File: src/qrvs_pkg.sv
// package of constants for the quasi-resonant valley switch timing core
package qrvs_pkg;
    // =====================================================================
    // clock
    localparam int CLK_HZ = 20_000_000;
    localparam int CLK_NS = 50;
    // =====================================================================
    // soft-start
    localparam int SS_TOTAL_MS = 12;
    localparam int SS_STEPS = 4;
    localparam int SS_STEP_CYCLES = (SS_TOTAL_MS * (CLK_HZ / 1000)) / SS_STEPS;
    // ceiling codes in millivolts, first and last
    localparam logic [9:0] CEIL_FIRST_MV = 10'h140; // 0.32 V
    localparam logic [9:0] CEIL_LAST_MV = 10'h3e8;  // 1 V
    localparam logic [9:0] CEIL_STEP_MV = 10'h0e4;  // 228 mV per middle step, last step snaps to 1 V
    // =====================================================================
    // valley counter
    localparam int EVAL_MS = 48;
    localparam int EVAL_CYCLES = EVAL_MS * (CLK_HZ / 1000);
    localparam logic [2:0] VALLEY_MIN = 3'h1;
    localparam logic [2:0] VALLEY_MAX = 3'h7;
    localparam logic [2:0] CROSS_MIN = 3'h0;
    localparam logic [2:0] CROSS_MAX = 3'h7;
    // =====================================================================
    // off-time and blanking timers, plain defaults in ns
    localparam int RING_LONG_NS = 5000;
    localparam int RING_SHORT_NS = 2500;
    localparam int RING_LONG_CYCLES = RING_LONG_NS / CLK_NS;
    localparam int RING_SHORT_CYCLES = RING_SHORT_NS / CLK_NS;
    localparam int MAX_OFF_NS = 50000;
    localparam int MAX_OFF_CYCLES = MAX_OFF_NS / CLK_NS;
    localparam int LEB_NS = 220;
    localparam int LEB_CYCLES = (LEB_NS + CLK_NS - 1) / CLK_NS;
    localparam int OVP_BLANK_NS = 1000;
    localparam int OVP_BLANK_CYCLES = (OVP_BLANK_NS + CLK_NS - 1) / CLK_NS;
    localparam int TMR_W = 24;
endpackage : qrvs_pkg

File: src/qrvs_core.sv
// valley switch timing core: soft-start, valley select, crossing count, gate timing
//
// Notes on behaviour
// above supply turn-on, stop charging cell and start switching via soft-start.
// soft-start lasts 12 ms in four equal steps.
// current ceiling steps from 0.32 V up to 1 V.
// valley select sets the crossing index at which the gate turns on.
// feedback compared over 48 ms periods; counter updated at period end.
// always below count-up threshold: increment, stop at 7.
// above count-up but never count-down threshold: hold.
// above count-down but never reset threshold: decrement, stop at 1.
// above reset threshold at any time: force counter to 1.
// valley counter stays 1..7, out-of-range steps ignored.
// valley counter starts at 1.
// line level selects which count-up/count-down threshold pair is used.
// crossing counter spans 0 to 7.
// each falling crossing of 100 mV after turn-off adds one.
// crossing counter cleared whenever the gate goes high.
// overvoltage during off-time latches off after blanking interval.
// ring timer long when sense below ring-select threshold, else short.
// gate on after ring time once crossings reach valley select, never before.
// gate on after max off period regardless.
// gate stays high for at least leading-edge blank time.
// leaving burst mode forces valley counter to 1.
// comparators synchronised; falling crossings are edges of synced signal.
// sticky threshold flags per period, cleared at each new period.
`timescale 1ns/1ps
module qrvs_core #(
    parameter int SS_STEP_CYC = qrvs_pkg::SS_STEP_CYCLES,
    parameter int EVAL_CYC = qrvs_pkg::EVAL_CYCLES,
    parameter int RING_LONG_CYC = qrvs_pkg::RING_LONG_CYCLES,
    parameter int RING_SHORT_CYC = qrvs_pkg::RING_SHORT_CYCLES,
    parameter int MAX_OFF_CYC = qrvs_pkg::MAX_OFF_CYCLES,
    parameter int LEB_CYC = qrvs_pkg::LEB_CYCLES,
    parameter int OVP_BLANK_CYC = qrvs_pkg::OVP_BLANK_CYCLES
) (
    input wire logic mclk_i,
    input wire logic rst_i,
    input wire logic ce_i,
    input wire logic supply_on_i,       // supply above supply_turn_on_threshold
    input wire logic fb_up_lo_i,        // feedback above count-up threshold, low line pair
    input wire logic fb_up_hi_i,        // feedback above count-up threshold, high line pair
    input wire logic fb_dn_lo_i,        // feedback above count-down threshold, low line pair
    input wire logic fb_dn_hi_i,        // feedback above count-down threshold, high line pair
    input wire logic fb_rst_i,          // feedback above counter reset threshold
    input wire logic line_high_i,       // sensed line level is high
    input wire logic cross_i,           // crossing sense above 100 mV
    input wire logic cross_ovp_i,       // crossing sense above overvoltage threshold
    input wire logic cross_ring_i,      // crossing sense above ring-select threshold
    input wire logic cur_trip_i,        // current comparator asks turn-off
    input wire logic burst_exit_i,      // pulse: leaving burst mode
    output logic charge_en_o,
    output logic gate_o,
    output logic latched_off_o,
    output logic soft_done_o,
    output logic [9:0] ceiling_mv_o,
    output logic [2:0] valley_o,
    output logic [2:0] cross_cnt_o
);
    localparam int TW = qrvs_pkg::TMR_W;

    typedef enum logic [1:0] {
        QRVS_IDLE = 2'b00,
        QRVS_ON = 2'b01,
        QRVS_OFF = 2'b10,
        QRVS_LATCH = 2'b11
    } qrvs_state_t;

    // ring window length for the chosen preset, shared by the timer and its check
    function automatic logic [TW-1:0] ring_len(input logic long_sel);
        ring_len = long_sel ? TW'(RING_LONG_CYC) : TW'(RING_SHORT_CYC);
    endfunction : ring_len

    // =====================================================================
    // comparator synchronisation
    // line level travels with the pairs, so a line change never mixes old and new pair readings
    logic [11:0] sy;
    qrvs_sync #(.W(12)) u_sync (
        .mclk_i(mclk_i),
        .rst_i(rst_i),
        .ce_i(ce_i),
        .async_i({line_high_i, burst_exit_i, cur_trip_i, cross_ring_i, cross_ovp_i, cross_i,
                  fb_rst_i, fb_dn_hi_i, fb_dn_lo_i, fb_up_hi_i, fb_up_lo_i, supply_on_i}),
        .sync_o(sy)
    );
    logic s_sup, s_dn, s_rst, s_cross, s_ovp, s_ring, s_trip, s_bexit;
    assign s_sup = sy[0];
    assign s_rst = sy[5];
    assign s_cross = sy[6];
    assign s_ovp = sy[7];
    assign s_ring = sy[8];
    assign s_trip = sy[9];
    assign s_bexit = sy[10];
    // pair selection by line level
    logic s_up_sel, s_dn_sel;
    assign s_up_sel = sy[11] ? sy[2] : sy[1];
    assign s_dn_sel = sy[11] ? sy[4] : sy[3];
    assign s_dn = s_dn_sel;

    // =====================================================================
    // state registers
    qrvs_state_t st_reg, st_next;
    logic [TW-1:0] tmr_reg, tmr_next;      // on or off time
    logic [TW-1:0] ss_reg, ss_next;        // soft-start step timer
    logic [1:0] step_reg, step_next;
    logic ss_done_reg, ss_done_next;
    logic [TW-1:0] ev_reg, ev_next;
    logic up_seen_reg, up_seen_next, dn_seen_reg, dn_seen_next, rs_seen_reg, rs_seen_next;
    logic [2:0] val_reg, val_next;
    logic [2:0] zc_reg, zc_next;
    logic cross_d_reg, cross_d_next;
    logic [TW-1:0] ring_reg, ring_next;
    logic ring_long_reg, ring_long_next;
    logic [TW-1:0] ovp_reg, ovp_next;
    logic gate_reg, gate_next, chg_reg, chg_next, lat_reg, lat_next;
    logic [9:0] ceil_reg, ceil_next;

    // =====================================================================
    // next state: one process for the whole timing core
    always_comb begin
        logic run;
        logic fall;
        logic ev_end;
        run = 1'b0;
        fall = 1'b0;
        ev_end = 1'b0;
        st_next = st_reg;
        tmr_next = tmr_reg;
        ss_next = ss_reg;
        step_next = step_reg;
        ss_done_next = ss_done_reg;
        ev_next = ev_reg;
        up_seen_next = up_seen_reg;
        dn_seen_next = dn_seen_reg;
        rs_seen_next = rs_seen_reg;
        val_next = val_reg;
        zc_next = zc_reg;
        cross_d_next = s_cross;
        ring_next = ring_reg;
        ring_long_next = ring_long_reg;
        ovp_next = ovp_reg;
        gate_next = gate_reg;
        chg_next = chg_reg;
        lat_next = lat_reg;
        ceil_next = ceil_reg;
        run = (st_reg == QRVS_ON) || (st_reg == QRVS_OFF);
        fall = cross_d_reg && !s_cross;
        // soft-start stepping, time based only
        if (run && !ss_done_reg) begin
            if (ss_reg == TW'(SS_STEP_CYC - 1)) begin
                ss_next = '0;
                if (step_reg == 2'(qrvs_pkg::SS_STEPS - 1)) begin
                    ss_done_next = 1'b1;
                end else begin
                    step_next = step_reg + 2'h1;
                    ceil_next = (step_reg == 2'(qrvs_pkg::SS_STEPS - 2)) ? qrvs_pkg::CEIL_LAST_MV
                                : ceil_reg + qrvs_pkg::CEIL_STEP_MV;
                end
            end else begin
                ss_next = ss_reg + TW'(1);
            end
        end
        // evaluation period with sticky flags
        if (run) begin
            ev_end = (ev_reg == TW'(EVAL_CYC - 1));
            ev_next = ev_end ? '0 : ev_reg + TW'(1);
            up_seen_next = ev_end ? 1'b0 : (up_seen_reg | s_up_sel);
            dn_seen_next = ev_end ? 1'b0 : (dn_seen_reg | s_dn);
            rs_seen_next = ev_end ? 1'b0 : (rs_seen_reg | s_rst);
            if (ev_end) begin
                if (rs_seen_reg || s_rst) begin
                    val_next = qrvs_pkg::VALLEY_MIN;
                end else if (dn_seen_reg || s_dn) begin
                    if (val_reg != qrvs_pkg::VALLEY_MIN) val_next = val_reg - 3'h1;
                end else if (up_seen_reg || s_up_sel) begin
                    val_next = val_reg;
                end else if (val_reg != qrvs_pkg::VALLEY_MAX) begin
                    val_next = val_reg + 3'h1;
                end
            end
        end
        if (s_bexit) val_next = qrvs_pkg::VALLEY_MIN;
        case (st_reg)
            QRVS_IDLE: begin
                if (s_sup) begin
                    chg_next = 1'b0;
                    st_next = QRVS_ON;
                    gate_next = 1'b1;
                    zc_next = qrvs_pkg::CROSS_MIN;
                    tmr_next = '0;
                end
            end
            QRVS_ON: begin
                tmr_next = tmr_reg + TW'(1);
                if (s_trip && tmr_reg >= TW'(LEB_CYC - 1)) begin
                    st_next = QRVS_OFF;
                    gate_next = 1'b0;
                    tmr_next = '0;
                    ring_next = '0;
                    ovp_next = '0;
                    ring_long_next = !s_ring;
                end
            end
            QRVS_OFF: begin
                tmr_next = tmr_reg + TW'(1);
                if (fall && zc_reg != qrvs_pkg::CROSS_MAX) zc_next = zc_reg + 3'h1;
                if (ring_reg != ring_len(ring_long_reg)) begin
                    ring_next = ring_reg + TW'(1);
                end
                ovp_next = s_ovp ? ovp_reg + TW'(1) : '0;
                if (s_ovp && ovp_reg >= TW'(OVP_BLANK_CYC - 1)) begin
                    st_next = QRVS_LATCH;
                    lat_next = 1'b1;
                end else if (tmr_reg >= TW'(MAX_OFF_CYC - 1)
                    || (ring_reg == ring_len(ring_long_reg)
                        && zc_reg >= val_reg)) begin
                    st_next = QRVS_ON;
                    gate_next = 1'b1;
                    zc_next = qrvs_pkg::CROSS_MIN;
                    tmr_next = '0;
                end
            end
            QRVS_LATCH: begin
                gate_next = 1'b0;
            end
            default: st_next = QRVS_IDLE;
        endcase
    end

    // =====================================================================
    // registers, frozen while clock enable is low
    always_ff @(posedge mclk_i) begin
        if (rst_i) begin
            st_reg <= QRVS_IDLE;
            tmr_reg <= '0;
            ss_reg <= '0;
            step_reg <= 2'h0;
            ss_done_reg <= 1'b0;
            ev_reg <= '0;
            up_seen_reg <= 1'b0;
            dn_seen_reg <= 1'b0;
            rs_seen_reg <= 1'b0;
            val_reg <= qrvs_pkg::VALLEY_MIN;
            zc_reg <= qrvs_pkg::CROSS_MIN;
            cross_d_reg <= 1'b0;
            ring_reg <= '0;
            ring_long_reg <= 1'b1;
            ovp_reg <= '0;
            gate_reg <= 1'b0;
            chg_reg <= 1'b1;
            lat_reg <= 1'b0;
            ceil_reg <= qrvs_pkg::CEIL_FIRST_MV;
        end else if (ce_i) begin
            st_reg <= st_next;
            tmr_reg <= tmr_next;
            ss_reg <= ss_next;
            step_reg <= step_next;
            ss_done_reg <= ss_done_next;
            ev_reg <= ev_next;
            up_seen_reg <= up_seen_next;
            dn_seen_reg <= dn_seen_next;
            rs_seen_reg <= rs_seen_next;
            val_reg <= val_next;
            zc_reg <= zc_next;
            cross_d_reg <= cross_d_next;
            ring_reg <= ring_next;
            ring_long_reg <= ring_long_next;
            ovp_reg <= ovp_next;
            gate_reg <= gate_next;
            chg_reg <= chg_next;
            lat_reg <= lat_next;
            ceil_reg <= ceil_next;
        end
    end

    assign charge_en_o = chg_reg;
    assign gate_o = gate_reg;
    assign latched_off_o = lat_reg;
    assign soft_done_o = ss_done_reg;
    assign ceiling_mv_o = ceil_reg;
    assign valley_o = val_reg;
    assign cross_cnt_o = zc_reg;

    // =====================================================================
    // checks
    valley_range_a: assert property (@(posedge mclk_i) disable iff (rst_i)
        val_reg >= qrvs_pkg::VALLEY_MIN && val_reg <= qrvs_pkg::VALLEY_MAX)
        else $error("valley count out of range");
    reset_force_a: assert property (@(posedge mclk_i) disable iff (rst_i)
        (ce_i && st_reg == QRVS_OFF && ev_reg == TW'(EVAL_CYC - 1) && rs_seen_reg) |=> val_reg == 3'h1)
        else $error("reset threshold did not force one");
    burst_exit_a: assert property (@(posedge mclk_i) disable iff (rst_i)
        (ce_i && s_bexit) |=> val_reg == 3'h1)
        else $error("burst exit did not force one");
    gate_clear_a: assert property (@(posedge mclk_i) disable iff (rst_i)
        $rose(gate_reg) |-> zc_reg == 3'h0)
        else $error("crossing count not cleared at turn-on");
    blank_hold_a: assert property (@(posedge mclk_i) disable iff (rst_i)
        (gate_reg && tmr_reg < TW'(LEB_CYC - 1)) |=> gate_reg)
        else $error("gate dropped inside blanking");
    ring_wait_a: assert property (@(posedge mclk_i) disable iff (rst_i)
        (st_reg == QRVS_OFF && gate_next && tmr_reg < TW'(MAX_OFF_CYC - 1))
        |-> ring_reg == ring_len(ring_long_reg) && zc_reg >= val_reg)
        else $error("turn-on before ring time or valley");
    latch_hold_a: assert property (@(posedge mclk_i) disable iff (rst_i)
        lat_reg |=> lat_reg && !gate_reg)
        else $error("latch-off released");
    startup_a: assert property (@(posedge mclk_i) disable iff (rst_i)
        $fell(chg_reg) |-> gate_reg && ceil_reg == qrvs_pkg::CEIL_FIRST_MV)
        else $error("start without soft-start");
endmodule : qrvs_core

File: src/qrvs_sync.sv
// two-flop synchroniser for a bus of comparator outputs
`timescale 1ns/1ps
module qrvs_sync #(
    parameter int W = 8
) (
    input wire logic mclk_i,
    input wire logic rst_i,
    input wire logic ce_i,
    input wire logic [W-1:0] async_i,
    output logic [W-1:0] sync_o
);
    logic [W-1:0] meta_reg;
    logic [W-1:0] meta_next;
    logic [W-1:0] sync_reg;
    logic [W-1:0] sync_next;

    // =====================================================================
    // next values: first stage feeds only the second
    always_comb begin
        meta_next = ce_i ? async_i : meta_reg;
        sync_next = ce_i ? meta_reg : sync_reg;
    end

    always_ff @(posedge mclk_i) begin
        if (rst_i) begin
            meta_reg <= '0;
            sync_reg <= '0;
        end else begin
            meta_reg <= meta_next;
            sync_reg <= sync_next;
        end
    end

    assign sync_o = sync_reg;
endmodule : qrvs_sync

File: config.mk
export PLATFORM = sky130hd
export DESIGN_NAME = qrvs_core
export DESIGN_NICKNAME = d
export VERILOG_FILES = /design/src/qrvs_pkg.sv /design/src/qrvs_core.sv /design/src/qrvs_sync.sv
export SDC_FILE = /design/constraint.sdc
export NUM_CORES = 1
export LEC_CHECK = 0
export ABC_AREA = 0
export BUFFER_PORTS_ARGS = -buffer_cell sky130_fd_sc_hd__buf_2
export CORE_MARGIN = 5
export CORE_UTILIZATION = 35
export CTS_CLUSTER_SIZE = 40
export DETAILED_ROUTE_END_ITERATION = 10
export HOLD_SLACK_MARGIN = 0.1
export SLEW_MARGIN = 20
export SYNTH_ARGS = -nofsm -noshare
export SYNTH_HDL_FRONTEND = slang
export SYNTH_SLANG_ARGS = --single-unit
export TNS_END_PERCENT = 20
File: constraint.sdc
create_clock -name mclk_i -period 3.1 [get_ports mclk_i]
set_input_delay 0 -clock mclk_i [delete_from_list [all_inputs] [get_ports mclk_i]]
set_output_delay 0 -clock mclk_i [all_outputs]
set_load 0.01 [all_outputs]
# --- After elaboration in Yosys (flattened, before gate mapping) ---
# Index checks and enable logic that the tools add are counted.
classes:
  addsub: 10
  magnitude_cmp: 4
  eq_ne: 20
  muxes: 42
  bitwise: 4
  n_reduce_logical: 35
op_table:
  columns: ["op", "count"]
  rows:
  - ["$mux 24", 9]
  - ["$add 24x1->24 const B", 5]
  - ["$pmux 24 s2", 2]
  - ["$pmux 24 s3", 1]
  - ["$mux 3", 12]
  - ["$eq 24x16->1 const B", 1]
  - ["$eq 24x20->1 const B", 1]
  - ["$eq 24x7->1", 1]
  - ["$ge 24x10->1 const B", 1]
  - ["$ge 24x3->1 const B", 1]
  - ["$ge 24x5->1 const B", 1]
  - ["$ne 24x24->1", 1]
  - ["$reduce_and 3->1", 6]
  - ["$reduce_and 4->1", 3]
  - ["$add 10x8->10 const B", 1]
  - ["$mux 10", 1]
  - ["$reduce_and 5->1", 2]
  - ["$mux 1", 9]
  - ["$eq 2x2->1 const B", 4]
  - ["$mux 2", 4]
  - ["$ne 2x1->1 const B", 4]
  - ["$reduce_bool 2->1", 4]
  - ["$mux 7", 1]
  - ["$add 3x1->3 const B", 2]
  - ["22 further kinds", 38]
word_totals:
  ff_bits: 173
  inputBits: 15
  out_inout_bits: 20

# --- Depth between registers and ports, before layout ---
# Gate-level depths: netlist of the first run.
depth:
  ltp_word: 8
  depth_mapped: 11
  ltp_nobuf: 9

# --- Hierarchy ---
# From an unflattened synthesis of the first run, not the netlist that was laid out.
hier_totals:
  cells_unflattened: 973
  hier_area_um2: 8296.7
by_module_without_submodules:
  columns: ["module", "instances", "cells_each", "area_per_inst_um2", "seq_area_each_um2"]
  rows:
  - ["qrvs_core", 1, 896, 7427.1, 2942.8]
  - ["qrvs_sync", 1, 77, 869.6, 480.5]

# --- Worst setup path before layout of the first run ---
# No wires, ideal clock.
synth_timing:
  path_kind: "reg2reg"
  start: "register st_reg[0]"
  end: "register ev_reg[23]"
  arrival_time_ns: 2.168
  path_slack_ns: 0.805
  stages_incl_launch_ff: 10
  path_cell_list: "dfxtp_1 inv_1 ha_1 nand2_1 nor4_1 nand2b_1 or2_2 nor3_1 xnor2_1 nor2_1"
synth_between:
  elab_chain_cells: 3
synth_rtl:
  columns: ["element", "line", "rtl"]
  rows:
  - ["start, declared", "qrvs_core.sv:102", "qrvs_state_t st_reg, st_next;"]
  - ["start signal, assigned", "qrvs_core.sv:254", "st_reg <= st_next;"]
  - ["$eq 2x1->1 / $eq 2x2->1 (equally long branches)", "qrvs_core.sv:146", "run = (st_reg == QRVS_ON) || (st_reg == QRVS_OFF);"]
  - ["$logic_or 1x1->1 (*)", "qrvs_core.sv:146", null]
  - ["$reduce_and 2->1 (no line) (*)", null, null]
  - ["end signal, assigned", "qrvs_core.sv:259", "ev_reg <= ev_next;"]
  - ["end, declared", "qrvs_core.sv:107", "logic [TW-1:0] ev_reg, ev_next;"]
# Every way passes the cells marked *; elsewhere a longest branch is shown, timed or not.
# A chain may end at the register's enable or synchronous reset.

# --- Final worst setup path of the first run ---
# Ends and elaborated chain as after synthesis.

==> results of run 1 <==
layout by cell type, fill, tap and decap left out, drive strengths merged, types with 15 or more instances in the layout:
master	n
inv	27
o21ai	32
nand2	101
nor3	33
nand4	24
dlygate4sd3	25
a31oi	19
xor2	38
buf	46
xnor2	34
dfxtp	171
ha	24
nor2	181
mux2i	29
nor4	30
nand3b	15
a21oi	52
nand3	62
and3	22
clkbuf	18
repair_timing:
| item | in CTS | in global routing |
|---|---|---|
| resized for setup | 0 | 1 |
| endpoints found under the hold margin | 37 | 0 |
| setup buffers | 0 | 0 |
| endpoints found under the setup margin | 0 | 3 |
| hold buffers | 25 | 0 |
power by group:
| part | internal, mW | leakage (nW) | switching, mW |
|---|---|---|---|
| sequential | 2.21 | 1.38 | 0.0133 |
| combinational | 0.0708 | 1.91 | 0.104 |
| clock | 1.29 | 0.295 | 0.906 |
| total | 3.58 | 3.59 | 1.02 |
worst max path at each step:
stage,to,startpoint
2_1_floorplan,ev_reg[23]$_SDFFE_PP0P_,st_reg[0]$_SDFFE_PP0P_
3_3_place_gp,ceiling_mv_o[8]$_SDFFE_PP1P_,st_reg[0]$_SDFFE_PP0P_
3_5_place_dp,ceiling_mv_o[8]$_SDFFE_PP1P_,st_reg[0]$_SDFFE_PP0P_
4_1_cts,ceiling_mv_o[6]$_SDFFE_PP1P_,st_reg[0]$_SDFFE_PP0P_
5_1_grt,ev_reg[23]$_SDFFE_PP0P_,st_reg[0]$_SDFFE_PP0P_
6_report,ev_reg[23]$_SDFFE_PP0P_,st_reg[0]$_SDFFE_PP0P_
layout make-up:
| type | count | area [sq um] | share of cell area |
|---|---|---|---|
| timing repair buffer | 71 | 518.0 | 0.05276 |
| tap | 324 | 405.4 | 0.04129 |
| clock buffer | 18 | 439.2 | 0.04473 |
| clock inverter | 12 | 162.7 | 0.01657 |
| inverter | 23 | 86.33 | 0.008793 |
| multi-input combinational | 803 | 4783 | 0.4872 |
| sequential | 171 | 3423 | 0.3487 |
layer usage:
layer  wire [um]  vias up  GRT usage
met4         215        0    0.03479
li1            -     3731          -
met3         676       17    0.02999
met5           0        -          0
met1        9470     3461     0.1918
met2        8953      118     0.2227
critical path, cell delays in order (launching register included):
cell and delay, ps:
dfxtp_1 440, inv_1 100, ha_1 500, nand2_1 120, nor4_1 540, nand2b_1 180
or2_2 340, nor3_1 220, xnor2_1 150, nor2_1 50
kinds of logic after synthesis:
kind of cell	after synthesis	synth area share
buffers and inverters	66	0.03651
xor gates and xnor gates	72	0.07421
muxes	32	0.03813
AOI/OAI and AO/OA	142	0.1066
DFF	171	0.4028
other	1	0.0004413
adders and majority gates	24	0.03534
and+or+nand+nor	531	0.3059
==> impl_metrics.tcl, run 1 <==
set metrics [dict create \
    p_total_mw 4.602 \
    antenna_found_initial 0 \
    die_h_um 165.8 \
    rr_startpoint "st_reg[0]$_SDFFE_PP0P_" \
    min_from "ce_i" \
    crit_required_ps 3420 \
    place_hpwl_mm 12.95 \
    clk_latency_ps 420 \
    grt_start_max_net_pins 51 \
    cp.arrival_ps 3060 \
    synth-edff-count 0 \
    synth_area_sq_um 8498 \
    maxCapViolations 0 \
    ios 35 \
    die_area_sq_um 27500 \
    finalHoldViolCount 0 \
    synthArstFlopShare 0 \
    worst_pin_slew_ps 1099 \
    rsz0062_at_grt "false" \
    period_needed_ps 2741 \
    status "finished clean" \
    drtIter0Drc 343 \
    yosysMostFrequentCell "nor2_1" \
    layout-drive-gt1-share 0.09563 \
    ys.flop_type "dfxtp_1" \
    grt_pass1_wl_mm 32.80 \
    clk_pin_slew_ps 60 \
    drt-pass1-iter-count 5 \
    endpoint_kind "flop" \
    core_sq_um 24110 \
    cts_tree "built" \
    grt_usage 0.1390 \
    ys_seq_elements 171 \
    min_path_type "input pin to flop" \
    initial_core_util 0.3525 \
    nFillCells 2512 \
    wirelength_mm 19.32 \
    post-place-ws_ps 268.3 \
    wire_per_inst_um 13.58 \
    drc 0 \
    setup_viol 0 \
    routabilityCongestion 0.8166 \
    cts_sinks 171 \
    synth_area_leader_cell "dfxtp_1" \
    syn_avg_cell_area_sq_um 8.179 \
    crit_path_start_kind "flop" \
    place.port_buffers 32 \
    synth_area_leaders "dfxtp_1, nor2_1, nand2_1" \
    drv_slew 0 \
    pwr_density_cell_nw_per_um2 468.7 \
    finClkSkew_ps 8.666 \
    place_area_sq_um 8961 \
    cts_buffer_depth 2 \
    final_util 0.4073 \
    netlist.area_leader.share 0.4028 \
    hold-path-endpoint "u_sync.sync_o[0]$_SDFFE_PP0P_" \
    cts_root_buf "clkbuf_16" \
    rows 57 \
    cts-htree-levels 4 \
    syn_to_final_growth_pct 15.53 \
    post-route-cell-area_sq_um 9818 \
    max_freq_mhz 364.9 \
    syn_inst 1039 \
    die_x_um 165.8 \
    holdWs_ps 127.2 \
    via_count 7327 \
    ant_nets 0 \
    reg2reg_depth 9 \
    placedCellCount 1367 \
    seq_area_frac_synth 0.4028 \
    netlist_top_cells_count "nor2_1, dfxtp_1, nand2_1" \
    viasPerCell 5.153 \
    cellLeakagePower_nw 3.587 \
    path_max_fanout 9 \
    grt-ovfl-total 0 \
    antenna_cells 0 \
    synth_warnings 0 \
    stdcell_count 1422 \
    numCtsBuffers 17 \
    yosysUniqueCellTypes 70 \
    nets 1126 \
    min_path_cells 3 \
    period_share 0.8841 \
    reg2reg_slack_ps 360 \
    tns_ps 0 \
    r2r-end "ev_reg[23]$_SDFFE_PP0P_" \
    slew_headroom 0.2656 \
    grt_pass1_vias 6793 \
    irDropWorstVdd_uv 314.6 \
    worst_slack_ps 359.4 \
    crit_type "flop to flop" \
]
Power figures use the tool's default switching activity.
==> run 2, diff against run 1 <==
Settings changed: PLACE_DENSITY_LB_ADDON set to 0.05.
==> run 2 against run 1 <==
  * Die area stayed put
  * Cell count is 0.56% higher
  * Via count shrank 2.7%
  * Highest routed layer unchanged
  * Total power down 2.2%
  * Core utilization increased by 0.093 points
  * Critical path type unchanged
  * Sequential power is essentially flat
  * Routed wire length grew 5.9%
  * Cell area is 0.23% higher
  * Setup slack lost 0.55 ps
  * Non-clock buffer count increased by 6
  * Register-to-register slack barely moved
  * First-iteration DRC count rose by 9.0%
==> impl_metrics.tcl, run 2 (synthesis results as in run 1) <==
set metrics [dict create \
    ios 35 \
    drtIter0Drc 374 \
    finalHoldViolCount 0 \
    holdWs_ps 474.4 \
    die_h_um 165.8 \
    path_max_fanout 9 \
    antenna_cells 0 \
    cts-htree-levels 4 \
    via_count 7129 \
    slew_headroom 0.2645 \
    syn_to_final_growth_pct 15.80 \
    tns_ps 0 \
    clk_latency_ps 430 \
    drc 0 \
    viasPerCell 4.985 \
    drt-pass1-iter-count 4 \
    cellLeakagePower_nw 3.602 \
    crit_path_start_kind "flop" \
    postCtsSetupRepairBufs 0 \
    period_needed_ps 2741 \
    drv_slew 0 \
    place_area_sq_um 8999 \
    antenna_found_initial 0 \
    core_sq_um 24110 \
    clk_pin_slew_ps 80 \
    min_path_type "flop to flop" \
    place.port_buffers 32 \
    post-route-cell-area_sq_um 9841 \
    die_x_um 165.8 \
    mostFrequentLayoutCell "nor2_1" \
    layout_common_cells "nor2_1, dfxtp_1, nand2_1" \
    setup_viol 0 \
    cts_root_buf "clkbuf_16" \
    cts_sinks 171 \
    finClkSkew_ps 14.38 \
    p_total_mw 4.501 \
    initial_core_util 0.3525 \
    maxCapViolations 0 \
    ant_nets 0 \
    cp.arrival_ps 3020 \
    numCtsBuffers 17 \
    wire_per_inst_um 14.30 \
    nets 1132 \
    grt_pass1_wl_mm 34.57 \
    routabilityCongestion 0.7679 \
    crit_required_ps 3380 \
    pwr_density_cell_nw_per_um2 457.4 \
    cts_tree "built" \
    die_area_sq_um 27500 \
    grt_start_max_net_pins 47 \
    layout-drive-gt1-share 0.1004 \
    wirelength_mm 20.45 \
    grt_pass1_vias 6894 \
    grt-ovfl-total 0 \
    max_freq_mhz 364.8 \
    worst_pin_slew_ps 1101 \
    status "finished clean" \
    place_hpwl_mm 13.96 \
    grt_usage 0.1475 \
    crit_type "flop to flop" \
    rsz0062_at_grt "false" \
    period_share 0.8842 \
    cts_buffer_depth 2 \
    endpoint_kind "flop" \
    irDropWorstVdd_uv 372.1 \
    rows 57 \
]
==> run 2: worst paths after layout <==
check	start	to	slack (ps)	cells past startpoint
hold / removal	ceiling_mv_o[9]$_SDFFE_PP0P_	ceiling_mv_o[9]$_SDFFE_PP0P_	470	1
hold reg to reg	ceiling_mv_o[9]$_SDFFE_PP0P_	ceiling_mv_o[9]$_SDFFE_PP0P_	470	1
setup reg to reg	st_reg[0]$_SDFFE_PP0P_	ceiling_mv_o[8]$_SDFFE_PP1P_	360	10
setup / recovery	st_reg[0]$_SDFFE_PP0P_	ceiling_mv_o[8]$_SDFFE_PP1P_	360	10
==> run 2: final cells by class <==
type,count,area (sq um)
fill,2516,14260
clock inverter,15,156.4
multi-input combinational,803,4778
sequential,171,3423
clock buffer,17,425.4
timing repair buffer,77,565.5
inverter,23,86.33
tap,324,405.4
==> run 2: what timing repair did <==
item,in CTS,in global routing
hold endpoints to repair,36,0
resized for setup,0,0
hold buffers,26,0
==> run 2: routing by layer <==
metal / global-route usage / part of all wire / up-vias
li1: - / - / 3738
met1: 0.2069 / 0.52 / 3306
met2: 0.2326 / 0.45 / 70
met3: 0.02999 / 0.025 / 15
met4: 0.03802 / 0.011 / 0
met5: 0 / 0 / -
==> run 2: through the flow <==
| step | setup WS (ps) | util | instances |
|---|---|---|---|
| 4_1_cts | 322.2 | 0.4082 | 1430 |
| 3_3_place_gp | 445.0 | 0.3733 | 1372 |
| 5_1_grt | 111.0 | 0.4082 | 1430 |
| 2_1_floorplan | 804.7 | - | 1040 |
| 3_5_place_dp | 323.1 | 0.3733 | 1372 |
| 6_report | 358.8 | 0.4082 | 1430 |
==> run 2: power by group <==
group / switching (mW) / internal [mW] / leakage (nW)
Clock: 1.02 / 1.07 / 0.282
Combinational: 0.105 / 0.0720 / 1.94
Sequential: 0.0127 / 2.21 / 1.38
==> run 2: critical path, stage by stage (launching register included) <==
cell and delay [ps]:
dfxtp_1 420, inv_1 90, ha_1 510, and4b_1 340, nand2_1 70, nor3_1 190
buf_4 170, nand2b_1 180, nor2_1 350, and3_1 210, o21ai_0 60
